**src/logic/counter_event_defines.vh**
```
// Constants for the counter event and output logic: register offsets, fields, resets and codes.
// Assumes inclusion by bare name from files under logic/.
`ifndef COUNTER_EVENT_DEFINES_VH
`define COUNTER_EVENT_DEFINES_VH

// ------------------------------------------------------------
// Register byte offsets
// ------------------------------------------------------------
`define OFS_COUNTER_CONTROL 6'h00
`define OFS_IRQ_REQUEST 6'h04
`define OFS_IRQ_FORCE 6'h08
`define OFS_IRQ_ENABLE_MASK 6'h0C
`define OFS_IRQ_MASKED_VIEW 6'h10
`define OFS_OUTPUT_ACTION 6'h14
`define OFS_COUNT_VALUE 6'h18
`define OFS_TOP_VALUE 6'h1C
`define OFS_COMPARE 6'h20
`define OFS_COMPARE_SHADOW 6'h24
`define OFS_CAPTURE 6'h28
`define OFS_RUN_CONTROL 6'h2C

// ------------------------------------------------------------
// Fields
// ------------------------------------------------------------
`define CTRL_MATCH_ON_ENTRY 0
`define CTRL_DIR_LSB 16
`define CTRL_DIR_MSB 17
`define CTRL_MODE_LSB 24
`define CTRL_MODE_MSB 26
`define ACT_COMPARE_LSB 0
`define ACT_WRAP_HIGH_LSB 2
`define ACT_WRAP_LOW_LSB 4
`define IRQ_TERMINAL_BIT 0
`define IRQ_COMPARE_BIT 1
`define RUN_ENABLE_BIT 0
`define RUN_RELOAD_BIT 1
`define RUN_CAPTURE_BIT 2

// ------------------------------------------------------------
// Reset values and codes
// ------------------------------------------------------------
`define RESET_COUNTER_CONTROL 32'h00000000
`define RESET_OUTPUT_ACTION 6'h3F
`define RESET_IRQ_MASK 2'h0
`define ACTION_SET 2'h0
`define ACTION_CLEAR 2'h1
`define ACTION_TOGGLE 2'h2
`define ACTION_HOLD 2'h3
`define DIR_UP 2'h0
`define DIR_DOWN 2'h1
`define DIR_UPDOWN_1 2'h2
`define DIR_UPDOWN_2 2'h3
`define MODE_TIMER 3'h0
`define MODE_CAPTURE 3'h2
`define MODE_QUADRATURE 3'h3
`define MODE_PWM 3'h4
`define MODE_DEADTIME 3'h5
`define MODE_RANDOM 3'h6
`define TRIGGER_PULSE_TICKS 2'h2

`endif

```
**src/logic/trigger_pulse_stretch.v**
```verilog
// One trigger output stretched to a fixed number of system pulse ticks.
// Assumes a one-cycle event strobe and a one-cycle tick enable on the same clock.
`timescale 1ns/100ps
`default_nettype none
`include "counter_event_defines.vh"
module trigger_pulse_stretch (
   input wire clock,
   input wire reset_n,
   input wire event_strobe,
   input wire sys_tick,
   output reg pulse
);
   reg [1:0] ticks_left;

   // A new event restarts the window so pulses never run short.
   always @(posedge clock or negedge reset_n) begin
      if (!reset_n) begin
         ticks_left <= 2'h0;
         pulse <= 1'b0;
      end else if (event_strobe) begin
         ticks_left <= `TRIGGER_PULSE_TICKS;
         pulse <= 1'b1;
      end else if (sys_tick && ticks_left != 2'h0) begin
         ticks_left <= ticks_left - 2'h1;
         pulse <= (ticks_left != 2'h1);
      end
   end
endmodule
`default_nettype wire

```
**src/logic/counter_event_output_logic.v**
```verilog
// One counter channel: counting, wrap and compare events, trigger pulses, interrupt and wave output.
// Assumes an APB master on the same clock; count and capture inputs arrive from pins.
//
// Design decisions made here: the APB interface to the registers and the register offsets.
`timescale 1ns/100ps
`default_nettype none
`include "counter_event_defines.vh"
module counter_event_output_logic #(
   parameter WIDTH = 16,
   parameter TICK_DIV = 1,
   parameter SYS_DIV = 1
) (
   input wire clock,
   input wire rstn,
   input wire psel,
   input wire penable,
   input wire pwrite,
   input wire [31:0] paddr,
   input wire [31:0] pwdata,
   output wire [31:0] prdata,
   output wire pready,
   output wire pslverr,
   input wire count_in,
   input wire capture_in,
   output wire counter_wrap_high_event,
   output wire counter_wrap_low_event,
   output wire compare_capture_event,
   output wire counter_irq,
   output reg wave_out,
   output wire wave_out_n,
   output reg mode_timer,
   output reg mode_capture,
   output reg mode_quadrature,
   output reg mode_pwm,
   output reg deadtime_wave_mode,
   output reg random_wave_mode
);
   // ------------------------------------------------------------
   // Reset release and rate dividers
   // ------------------------------------------------------------
   reg [1:0] reset_sync;
   wire reset_n = reset_sync[1];

   always @(posedge clock or negedge rstn) begin
      if (!rstn)
         reset_sync <= 2'h0;
      else
         reset_sync <= {reset_sync[0], 1'b1};
   end

   reg [7:0] tick_count;
   reg [7:0] sys_count;
   wire timebase_tick = (tick_count == TICK_DIV[7:0] - 8'h01);
   wire sys_tick = (sys_count == SYS_DIV[7:0] - 8'h01);

   always @(posedge clock or negedge reset_n) begin
      if (!reset_n) begin
         tick_count <= 8'h00;
         sys_count <= 8'h00;
      end else begin
         tick_count <= timebase_tick ? 8'h00 : tick_count + 8'h01;
         sys_count <= sys_tick ? 8'h00 : sys_count + 8'h01;
      end
   end

   // ------------------------------------------------------------
   // Pin synchronisers
   // ------------------------------------------------------------
   // A level is accepted only once the second and third stages agree.
   reg [2:0] count_sync;
   reg [2:0] capture_sync;
   reg count_level;
   reg capture_level;
   reg capture_prev;

   always @(posedge clock or negedge reset_n) begin
      if (!reset_n) begin
         count_sync <= 3'h0;
         capture_sync <= 3'h0;
         count_level <= 1'b0;
         capture_level <= 1'b0;
         capture_prev <= 1'b0;
      end else begin
         count_sync <= {count_sync[1:0], count_in};
         capture_sync <= {capture_sync[1:0], capture_in};
         if (count_sync[1] == count_sync[2])
            count_level <= count_sync[2];
         if (capture_sync[1] == capture_sync[2])
            capture_level <= capture_sync[2];
         capture_prev <= capture_level;
      end
   end

   wire capture_edge = capture_level && !capture_prev;

   // ------------------------------------------------------------
   // Registers
   // ------------------------------------------------------------
   reg [31:0] counter_control;
   reg [5:0] output_action_control;
   reg [1:0] irq_request;
   reg [1:0] irq_enable_mask;
   reg [WIDTH-1:0] count_value;
   reg [WIDTH-1:0] top_value;
   reg [WIDTH-1:0] compare;
   reg [WIDTH-1:0] compare_shadow;
   reg [WIDTH-1:0] capture_value;
   reg running;
   reg count_down;
   reg capture_pending;

   wire [1:0] direction = counter_control[`CTRL_DIR_MSB:`CTRL_DIR_LSB];
   wire [2:0] mode = counter_control[`CTRL_MODE_MSB:`CTRL_MODE_LSB];
   wire match_on_entry = counter_control[`CTRL_MATCH_ON_ENTRY];
   wire [1:0] irq_masked_view = irq_request & irq_enable_mask;

   wire setup = psel && !penable;
   wire write_now = psel && penable && pwrite;
   wire [5:0] offset = paddr[5:0];
   wire sw_reload = write_now && offset == `OFS_RUN_CONTROL && pwdata[`RUN_RELOAD_BIT];
   wire sw_capture = write_now && offset == `OFS_RUN_CONTROL && pwdata[`RUN_CAPTURE_BIT];

   // ------------------------------------------------------------
   // Mode decode
   // ------------------------------------------------------------
   // Quadrature, dead-time and random modes count like the timer here.
   always @(posedge clock or negedge reset_n) begin
      if (!reset_n) begin
         mode_timer <= 1'b0;
         mode_capture <= 1'b0;
         mode_quadrature <= 1'b0;
         mode_pwm <= 1'b0;
         deadtime_wave_mode <= 1'b0;
         random_wave_mode <= 1'b0;
      end else begin
         mode_timer <= (mode == `MODE_TIMER);
         mode_capture <= (mode == `MODE_CAPTURE);
         mode_quadrature <= (mode == `MODE_QUADRATURE);
         mode_pwm <= (mode == `MODE_PWM);
         deadtime_wave_mode <= (mode == `MODE_DEADTIME);
         random_wave_mode <= (mode == `MODE_RANDOM);
      end
   end

   // ------------------------------------------------------------
   // Next count and events
   // ------------------------------------------------------------
   reg [WIDTH-1:0] next_count;
   reg next_down;
   reg wrap_high;
   reg wrap_low;
   reg terminal_count_condition;
   wire step = running && timebase_tick && count_level;

   always @* begin
      next_count = count_value;
      next_down = count_down;
      wrap_high = 1'b0;
      wrap_low = 1'b0;
      if (step) begin
         case (direction)
            `DIR_UP: begin
               next_down = 1'b0;
               if (count_value == top_value) begin
                  next_count = {WIDTH{1'b0}};
                  wrap_high = 1'b1;
               end else
                  next_count = count_value + 1'b1;
            end
            `DIR_DOWN: begin
               next_down = 1'b1;
               if (count_value == {WIDTH{1'b0}}) begin
                  next_count = top_value;
                  wrap_low = 1'b1;
               end else
                  next_count = count_value - 1'b1;
            end
            default: begin
               if (!count_down && count_value == top_value) begin
                  next_down = 1'b1;
                  next_count = count_value - 1'b1;
                  wrap_high = 1'b1;
               end else if (count_down && count_value == {WIDTH{1'b0}}) begin
                  next_down = 1'b0;
                  next_count = count_value + 1'b1;
                  wrap_low = 1'b1;
               end else if (count_down)
                  next_count = count_value - 1'b1;
               else
                  next_count = count_value + 1'b1;
            end
         endcase
      end
   end

   // Up-down mode 1 drops wrap-high entirely; mode 2 keeps both ends.
   wire wrap_high_event = wrap_high && direction != `DIR_UPDOWN_1;
   wire wrap_low_event = wrap_low;

   always @* begin
      terminal_count_condition = wrap_high_event || wrap_low_event;
   end

   wire capture_mode = (mode == `MODE_CAPTURE);
   wire capture_now = capture_mode && (capture_edge || sw_capture || capture_pending);
   wire count_changes = step && next_count != count_value;
   wire entry_hit = next_count == compare && count_value != compare;
   wire exit_hit = count_value == compare && next_count != compare;
   wire compare_hit_flag = !capture_mode && count_changes && (match_on_entry ? entry_hit : exit_hit);
   wire capture_hit = capture_now && running && timebase_tick;
   wire compare_event = compare_hit_flag || capture_hit;

   // ------------------------------------------------------------
   // Counter state
   // ------------------------------------------------------------
   always @(posedge clock or negedge reset_n) begin
      if (!reset_n) begin
         count_value <= {WIDTH{1'b0}};
         count_down <= 1'b0;
         capture_pending <= 1'b0;
         capture_value <= {WIDTH{1'b0}};
      end else begin
         if (sw_reload) begin
            count_value <= (direction == `DIR_DOWN) ? top_value : {WIDTH{1'b0}};
            count_down <= (direction == `DIR_DOWN);
         end else if (write_now && offset == `OFS_COUNT_VALUE)
            count_value <= pwdata[WIDTH-1:0];
         else begin
            count_value <= next_count;
            count_down <= next_down;
         end
         // Captures wait for the next timebase tick so they line up with counting.
         if (capture_hit) begin
            capture_pending <= 1'b0;
            capture_value <= count_value;
         end else if (capture_mode && (capture_edge || sw_capture))
            capture_pending <= 1'b1;
      end
   end

   // ------------------------------------------------------------
   // Register writes and interrupt requests
   // ------------------------------------------------------------
   wire [1:0] hw_set = {compare_event, terminal_count_condition};
   wire [1:0] force_set = (write_now && offset == `OFS_IRQ_FORCE) ? pwdata[1:0] : 2'h0;
   wire [1:0] clear_bits = (write_now && offset == `OFS_IRQ_REQUEST) ? pwdata[1:0] : 2'h0;

   always @(posedge clock or negedge reset_n) begin
      if (!reset_n) begin
         counter_control <= `RESET_COUNTER_CONTROL;
         output_action_control <= `RESET_OUTPUT_ACTION;
         irq_request <= 2'h0;
         irq_enable_mask <= `RESET_IRQ_MASK;
         top_value <= {WIDTH{1'b0}};
         compare <= {WIDTH{1'b0}};
         compare_shadow <= {WIDTH{1'b0}};
         running <= 1'b0;
      end else begin
         // Hardware and force sets win over a clear in the same cycle.
         irq_request <= (irq_request & ~clear_bits) | hw_set | force_set;
         if (capture_hit) begin
            compare_shadow <= compare;
            compare <= count_value;
         end else if (write_now && offset == `OFS_COMPARE)
            compare <= pwdata[WIDTH-1:0];
         if (!capture_hit && write_now && offset == `OFS_COMPARE_SHADOW)
            compare_shadow <= pwdata[WIDTH-1:0];
         if (write_now) begin
            case (offset)
               `OFS_COUNTER_CONTROL: counter_control <= pwdata;
               `OFS_OUTPUT_ACTION: output_action_control <= pwdata[5:0];
               `OFS_IRQ_ENABLE_MASK: irq_enable_mask <= pwdata[1:0];
               `OFS_TOP_VALUE: top_value <= pwdata[WIDTH-1:0];
               `OFS_RUN_CONTROL: running <= pwdata[`RUN_ENABLE_BIT] | pwdata[`RUN_RELOAD_BIT];
               default: running <= running;
            endcase
         end
      end
   end

   assign counter_irq = |irq_masked_view;

   // ------------------------------------------------------------
   // Wave output
   // ------------------------------------------------------------
   function apply_action;
      input [1:0] action;
      input level;
      begin
         case (action)
            `ACTION_SET: apply_action = 1'b1;
            `ACTION_CLEAR: apply_action = 1'b0;
            `ACTION_TOGGLE: apply_action = !level;
            default: apply_action = level;
         endcase
      end
   endfunction

   reg next_wave;

   // Wrap-low, then wrap-high, then compare: compare is applied last and so dominates.
   always @* begin
      next_wave = wave_out;
      if (wrap_low_event)
         next_wave = apply_action(output_action_control[`ACT_WRAP_LOW_LSB+1:`ACT_WRAP_LOW_LSB], next_wave);
      if (wrap_high_event)
         next_wave = apply_action(output_action_control[`ACT_WRAP_HIGH_LSB+1:`ACT_WRAP_HIGH_LSB], next_wave);
      if (compare_event)
         next_wave = apply_action(output_action_control[`ACT_COMPARE_LSB+1:`ACT_COMPARE_LSB], next_wave);
   end

   always @(posedge clock or negedge reset_n) begin
      if (!reset_n)
         wave_out <= 1'b0;
      else
         wave_out <= next_wave;
   end

   assign wave_out_n = !wave_out;

   // ------------------------------------------------------------
   // Trigger pulses
   // ------------------------------------------------------------
   wire [2:0] event_strobes = {compare_event, wrap_low_event, wrap_high_event};
   wire [2:0] event_pulses;

   genvar i;
   generate
      for (i = 0; i < 3; i = i + 1) begin : pulses
         trigger_pulse_stretch stretch (
            .clock(clock),
            .reset_n(reset_n),
            .event_strobe(event_strobes[i]),
            .sys_tick(sys_tick),
            .pulse(event_pulses[i])
         );
      end
   endgenerate

   assign counter_wrap_high_event = event_pulses[0];
   assign counter_wrap_low_event = event_pulses[1];
   assign compare_capture_event = event_pulses[2];

   // ------------------------------------------------------------
   // APB read path
   // ------------------------------------------------------------
   // Read data and error are captured in the setup cycle, so every access takes no wait state.
   reg [31:0] read_data;
   reg read_error;
   reg [31:0] next_read;
   reg next_error;

   always @* begin
      next_read = 32'h00000000;
      next_error = 1'b0;
      case (offset)
         `OFS_COUNTER_CONTROL: next_read = counter_control;
         `OFS_IRQ_REQUEST: next_read[1:0] = irq_request;
         `OFS_IRQ_FORCE: next_read[1:0] = irq_request;
         `OFS_IRQ_ENABLE_MASK: next_read[1:0] = irq_enable_mask;
         `OFS_IRQ_MASKED_VIEW: next_read[1:0] = irq_masked_view;
         `OFS_OUTPUT_ACTION: next_read[5:0] = output_action_control;
         `OFS_COUNT_VALUE: next_read[WIDTH-1:0] = count_value;
         `OFS_TOP_VALUE: next_read[WIDTH-1:0] = top_value;
         `OFS_COMPARE: next_read[WIDTH-1:0] = compare;
         `OFS_COMPARE_SHADOW: next_read[WIDTH-1:0] = compare_shadow;
         `OFS_CAPTURE: next_read[WIDTH-1:0] = capture_value;
         `OFS_RUN_CONTROL: next_read[0] = running;
         default: next_error = 1'b1;
      endcase
      if (paddr[31:6] != 26'h0000000)
         next_error = 1'b1;
   end

   always @(posedge clock or negedge reset_n) begin
      if (!reset_n) begin
         read_data <= 32'h00000000;
         read_error <= 1'b0;
      end else if (setup) begin
         read_data <= (pwrite || next_error) ? 32'h00000000 : next_read;
         read_error <= next_error;
      end
   end

   assign pready = psel && penable;
   assign prdata = read_data;
   assign pslverr = psel && penable && read_error;
endmodule
`default_nettype wire

```
**config.mk**
```make
export PLATFORM = sky130hd
export DESIGN_NAME = counter_event_output_logic
export DESIGN_NICKNAME = d
export VERILOG_FILES = /design/src/logic/trigger_pulse_stretch.v /design/src/logic/counter_event_output_logic.v
export VERILOG_INCLUDE_DIRS = /design/src /design/src/logic
export SDC_FILE = /design/constraint.sdc
export NUM_CORES = 1
export LEC_CHECK = 0
export BUFFER_PORTS_ARGS = -buffer_cell sky130_fd_sc_hd__buf_2
export CAP_MARGIN = 20
export CORE_AREA = 2 2 226 228
export CTS_CLUSTER_SIZE = 16
export DETAILED_ROUTE_END_ITERATION = 12
export DIE_AREA = 0 0 228 230
export SLEW_MARGIN = 30
export SYNTH_ARGS = -nofsm -noshare
export SYNTH_HDL_FRONTEND = slang
export SYNTH_SLANG_ARGS = --single-unit
```
**constraint.sdc**
```tcl
create_clock -name clock -period 6.8 [get_ports clock]
set_input_delay 1.36 -clock clock [delete_from_list [all_inputs] [get_ports clock]]
set_output_delay 1.36 -clock clock [all_outputs]
set_load 0.1 [all_outputs]
```
======== Word-level counts from Yosys, hierarchy flattened ========
Cells that the tools add are included.
word-level totals
  register bits ........................... 201
  input port bits ......................... 71
cells by class
  $add $sub $neg .......................... 7
  eq/ne operators ......................... 36
  multiplexer cells ....................... 62
  bitwise logic cells ..................... 6
  reductions and logical operators ........ 74
operator list
  kind                                                 count
  two-way mux 16 bit                                   14
  one-hot mux 10 bit (6 select lines)                  1
  equality test 16 bit                                 3
  != test 16 bit                                       3
  two-way mux 32 bit                                   1
  one-hot mux 16 bit (2 select lines)                  1
  logical AND 1 bit                                    31
  one-hot mux 4 bit (7 select lines)                   1
  two-way mux 1 bit                                    26
  nonzero test 26 bit                                  1
  equality test 6 x 5 -> 1 bit, second input constant  4
  equality test 6 bit, second input constant           4
  nonzero test 2 bit                                   10
  adder 16 x 1 -> 16 bit, second input constant        1
  adder 8 x 1 -> 8 bit, second input constant          2
  zero test 16 bit                                     1
  zero test 8 bit                                      2
  two-way mux 2 bit                                    8
  two-way mux 8 bit                                    2
  subtractor 16 x 1 -> 16 bit, second input constant   1
  equality test 6 x 4 -> 1 bit, second input constant  2
  OR reduction 12 bit                                  1
  one-hot mux 1 bit (11 select lines)                  1
  one-hot mux 1 bit (10 select lines)                  1
  24 further kinds                                     63

======== Depth between registers and ports, before layout ========
  depth after elaboration ................. 13
  mapped depth ............................ 15

======== Modules after synthesis ========
A second synthesis with hierarchy kept.
second synthesis, totals
  cells, all modules ...................... 1352
  area total of the unflattened synthesis .. 12395.6 sq um
modules (own cells, without submodules)
  module                      instances  cells each  area an instance (sq um)
  counter_event_output_logic  1          1304        11843.9
  trigger_pulse_stretch       3          16          183.9

======== Least setup slack after synthesis ========
No wires, ideal clock.
  path kind ............................... input-to-reg
  from .................................... in psel
  to ...................................... reg compare[4]
  arrival time ............................ 3.880 ns
  required time ........................... 6.717 ns
  path slack .............................. 2.837 ns
  stages on the path ...................... 9
  path buffers ............................ 2
  path through ............................ and2_1 nand2_1 nor4_1 a221oi_1 nor2_1 clkbuf_1 clkbuf_1 nand2_1 o21ai_0
between the ends
  word-level cells in the longest chain between the ends .. 10
  elaborated cells on any way between the ends .. 12
RTL lines
  element                                                   RTL line                          source
  from (decl)                                               counter_event_output_logic.v:15   input wire psel,
  logical AND 1 bit (*) (2 in a row)                        counter_event_output_logic.v:118  wire write_now = psel && penable && pwrite;
  logical AND 1 bit (no source line)                        -
  logical AND 1 bit                                         counter_event_output_logic.v:121  wire sw_capture = write_now && offset == `OFS_RUN_CONTROL && pwdata[`RUN_CAPTURE_BIT];
  logical OR 1 bit (2 in a row)                             counter_event_output_logic.v:205  wire capture_now = capture_mode && (capture_edge || sw_capture || capture_pending);
  logical AND 1 bit                                         counter_event_output_logic.v:205
  logical AND 1 bit (2 in a row)                            counter_event_output_logic.v:210  wire capture_hit = capture_now && running && timebase_tick;
  two-way mux 16 bit or nonzero test 2 bit (tied branches)  -
  to (signal assigned)                                      counter_event_output_logic.v:255  compare <= {WIDTH{1'b0}};
  to (signal assigned)                                      counter_event_output_logic.v:263  compare <= count_value;
  to (signal assigned)                                      counter_event_output_logic.v:265  compare <= pwdata[WIDTH-1:0];
  to (decl)                                                 counter_event_output_logic.v:105  reg [WIDTH-1:0] compare;
Every way passes the cells marked *; elsewhere a longest branch is shown, timed or not.
A chain may end at the register's enable or synchronous reset.

======== Final worst setup path ========
  from .................................... reg count_value[0]
  to ...................................... reg pulses[2].stretch.ticks_left[0]
between the ends
  word-level cells in the longest chain between the ends .. 12
  elaborated cells on any way between the ends .. 27
RTL lines
  element                                                  RTL line                                                                                              source
  from (decl)                                              counter_event_output_logic.v:103                                                                      reg [WIDTH-1:0] count_value;
  from (signal assigned)                                   counter_event_output_logic.v:218                                                                      count_value <= {WIDTH{1'b0}};
  from (signal assigned)                                   counter_event_output_logic.v:224                                                                      count_value <= (direction == `DIR_DOWN) ? top_value : {WIDTH{1'b0}};
  from (signal assigned)                                   counter_event_output_logic.v:227                                                                      count_value <= pwdata[WIDTH-1:0];
  adder 16 x 1 -> 16 bit (tied with other cells)           counter_event_output_logic.v:168, counter_event_output_logic.v:185, counter_event_output_logic.v:190
  two-way mux 16 bit or logical AND 1 bit (tied branches)  counter_event_output_logic.v:187, counter_event_output_logic.v:183
  two-way mux 16 bit                                       counter_event_output_logic.v:183                                                                      end else if (count_down && count_value == {WIDTH{1'b0}}) begin
  two-way mux 16 bit                                       counter_event_output_logic.v:179                                                                      if (!count_down && count_value == top_value) begin
  one-hot mux 16 bit (2 select lines)                      counter_event_output_logic.v:161                                                                      case (direction)
  two-way mux 16 bit                                       counter_event_output_logic.v:160                                                                      if (step) begin
  != test 16 bit (tied with other cells)                   counter_event_output_logic.v:208                                                                      wire exit_hit = count_value == compare && next_count != compare;
  logical AND 1 bit (on tied branches)                     counter_event_output_logic.v:208, counter_event_output_logic.v:206, counter_event_output_logic.v:207
  two-way mux 1 bit or logical AND 1 bit (tied branches)   counter_event_output_logic.v:209                                                                      wire compare_hit_flag = !capture_mode && count_changes && (match_on_entry ? entry_hit : exit_hit);
  logical AND 1 bit (*)                                    counter_event_output_logic.v:209
  logical OR 1 bit (*)                                     counter_event_output_logic.v:211                                                                      wire compare_event = compare_hit_flag || capture_hit;
  two-way mux 2 bit or nonzero test 2 bit (tied branches)  -
  to (signal assigned)                                     trigger_pulse_stretch.v:21                                                                            ticks_left <= `TRIGGER_PULSE_TICKS;
  to (signal assigned)                                     trigger_pulse_stretch.v:24                                                                            ticks_left <= ticks_left - 2'h1;
  to (decl)                                                trigger_pulse_stretch.v:13                                                                            reg [1:0] ticks_left;
Marked as above.

==> results.md <==
- Synth area leaders: dfrtp_1 (39%), mux2_2 (5.2%), nand2_1 (4.0%)
- Final net count: 1480
- Crit path DAT: 5720 ps
- Worst Clk Skew: 19.1 ps
- Crit-path most repeated cell: o21ai_2
- DR pass1 iterations: 5
- Share of the synthesized area in the top cell type: 39.3%
- DRC violations left: 0
- Crit path max fanout: 15
- Clock Tree Buf Depth: 3
- Layout cells sized above 1: 20.5%
- # port buffers: 116
- Min-delay worst type: reg2reg
- Post-Syn Instances: 1339
- First-pass GRT wire length: 75400 microns
- H-tree depth: 1
- # resized after CTS: 0
- Gr usage total: 18.6%
- Top Ports: 117
- Slew Limit Headroom: 32.6%
- Worst skew pair latency: 520 ps
- Run status: complete, no violations
- Final Max Slew Viols: 0
- Final worst setup slack: 1480 ps
- F_max: 188 MHz
- Initial antenna violation count: 3
- Placed Area: 13600 sq um
- GRT overflow: 0
- Final HPWL DP: 36900 microns
- Max-Cap Viols: 0
- Layout area overhead: 15.8%
- Final period utilization: 78.2%
- Clk root buf: clkbuf_16
- Worst-Margin Slew: 1010 ps
- Number of enable flip-flop cells after synthesis: 0
- Dpl ws: 1620 ps
- Leakage power: 6.38 nW
- Setup total negative slack: 0 ps
- Fin. Hold Viols: 0
- DRT antenna net count: 0
- Crit-path max cell delay: 580 ps
- Ys async rst share: 100%
- Startpoint Class: flip-flop
- Most numerous cell in the Yosys netlist: dfrtp_1
- # diodes: 0
- # fillers: 5277
- Yosys top cell by area: dfrtp_1
- Endpoints failing setup: 0
- Slowest cell on crit path: dfrtp_1
- Pwr Total: 0.00389 W
- Seq/Total Area, Yosys: 40.5%
- Pwr Density: 270 nW/um^2
- Hold bufs inserted after CTS: 0
- Core footprint: 49900 sq um
- Die X: 228 microns
- Syn nets: 1422
- Clock sinks: 201
- Number of global-route vias before repair: 11400
- Yosys warns: 0
- Via count: 11700
- Post-layout min period: 5320 ps
- Commonest cells in the netlist: dfrtp_1 (195), nand2_1 (133), o21ai_0 (80)
- TritonCTS clock tree: done
- Placer Congestion: 0.974
- Number of synthesized register bits: 201
- Most used DFF post-synth: dfrtp_1
- Setup Crit Path Kind: reg2reg
- Clk slew on worst S/H paths: 60 ps
- Post-Syn Area: 12400 sq um
- Routed vias/inst: 5.61
- Pin count of the biggest net entering global routing: 80
- Unrepaired setup endpoints after global routing: false
- Row count: 82
- Endpoint type of the worst setup path: flip-flop
- Postcts setup bufs: 0
- Drt total wl: 49700 microns
- CTS Buf Count: 22
- CP Cell Sequence: inv_1, ha_1, nor4b_4, nand4_1, o21ai_2, a21oi_1, buf_4, o211ai_2, a2bb2oi_1, nand4b_1, or4_1, nor4_2, o21ai_2, and3_1
- CP required: 7200 ps
- Routed len/inst: 23.8 microns
- Die area: 52400 sq um
- Avg Cell Area, Syn: 9.28 sq um
- Final instance area: 14400 sq um
- Initial cell density of the core: 24.9%
- Vert. Die Dim: 230 microns
- Max IR drop VDD: 0.169 mV
- 1st-iter DRT viols: 1324
- Synth cell types: 87
==> area by class of cell <==
cell class / instances / area, sq um / area share, %
Tap cell: 672 / 841 / 5.84
Sequential cell: 201 / 5040 / 35.0
Clock inverter: 8 / 111 / 0.774
Clock buffer: 32 / 628 / 4.37
Multi-Input combinational cell: 994 / 6850 / 47.6
Timing Repair Buffer: 142 / 779 / 5.42
Inverter: 36 / 135 / 0.939
==> worst max-delay path, delay by kind of cell (launching register included) <==
family	cells	cell delay, ps
AND/OR/NAND/NOR	6	2210
AO/OA/AOI/OAI	5	1590
flip-flops	1	580
buffers and inverters	2	430
adder cells (fa/ha/maj)	1	350
==> path summary, 6_finish.rpt <==
check                          startpoint                              end  slack [ps]  cells after the start
setup / recovery           count_value[0]  pulses[2].stretch.ticks_left[0]        1480                     14
hold / removal              reset_sync[0]                    reset_sync[1]         350                      0
setup reg to reg           count_value[0]  pulses[2].stretch.ticks_left[0]        1480                     14
hold reg to reg             reset_sync[0]                    reset_sync[1]         350                      0
max in group asynchronous   reset_sync[1]  pulses[2].stretch.ticks_left[1]        5050                      1
min in group asynchronous   reset_sync[1]                       prdata[14]         400                      0
==> per-stage QoR <==
stage / utilization [%] / std cells / hold slack [ps]
final: 28.9 / 2085 / 346
after global routing: 28.9 / 2085 / 366
after CTS: 28.8 / 2085 / 349
after detailed placement: 27.4 / 2045 / 335
after global placement: 27.3 / 2045 / 337
after floorplan: - / 1339 / 331
==> state kept, by name (all words and copies together), names as in the netlist, 2 cells and up <==
name,cells
pulses.stretch.pulse,3
tick_count,8
capture_sync,3
pulses.stretch.ticks_left,6
counter_control,32
compare,16
capture_value,16
top_value,16
irq_request,2
irq_enable_mask,2
count_sync,3
sys_count,8
reset_sync,2
compare_shadow,16
prdata,32
output_action_control,6
count_value,16
==> kinds of logic (layout without fill, tap and decap cells) <==
logic type	after synthesis	count (layout)	synth area share (%)
AND/OR/NAND/NOR	446	446	19.3
buffers and inverters	144	218	4.81
adder cells (fa/ha/maj)	15	15	1.45
flip-flops	201	201	40.5
other	1	1	0.0302
XOR/XNOR	63	63	4.44
AO/OA/AOI/OAI	375	375	21.2
multiplexers	94	94	8.15
==> metal layers <==
| metal | GRT usage (%) | part of all wire, % |
|---|---|---|
| met5 | 0 | 0.026 |
| met4 | 7.60 | 4.6 |
| met3 | 2.60 | 6.7 |
| met2 | 29.5 | 45 |
| met1 | 25.4 | 43 |
==> power by group <==
part	total [W]	internal (W)	leakage, nW	switching (W)
logic	0.00112	0.000394	3.36	0.000726
clock network	0.00122	0.000721	0.347	0.000496
registers	0.00155	0.00128	2.68	0.000273
total	0.00389	0.00239	6.38	0.00149
==> cells in the final DEF, fill, tap and decap left out, types with 12 or more instances in the layout <==
cell,count
or4_1,13
nand3_1,65
buf_2,116
nor3_1,33
a21oi_1,60
o22ai_1,15
and3_1,12
xor2_1,14
clkbuf_16,22
xnor2_1,49
a22oi_1,45
nand2_1,131
o211ai_1,19
buf_4,25
nor2_1,64
mux2i_1,37
nand4_1,22
nor4_1,20
dfrtp_1,194
a31oi_1,13
inv_1,36
a22o_1,30
o21ai_0,80
mux2_2,57
ha_1,12
(Power assumes the default switching activity.)
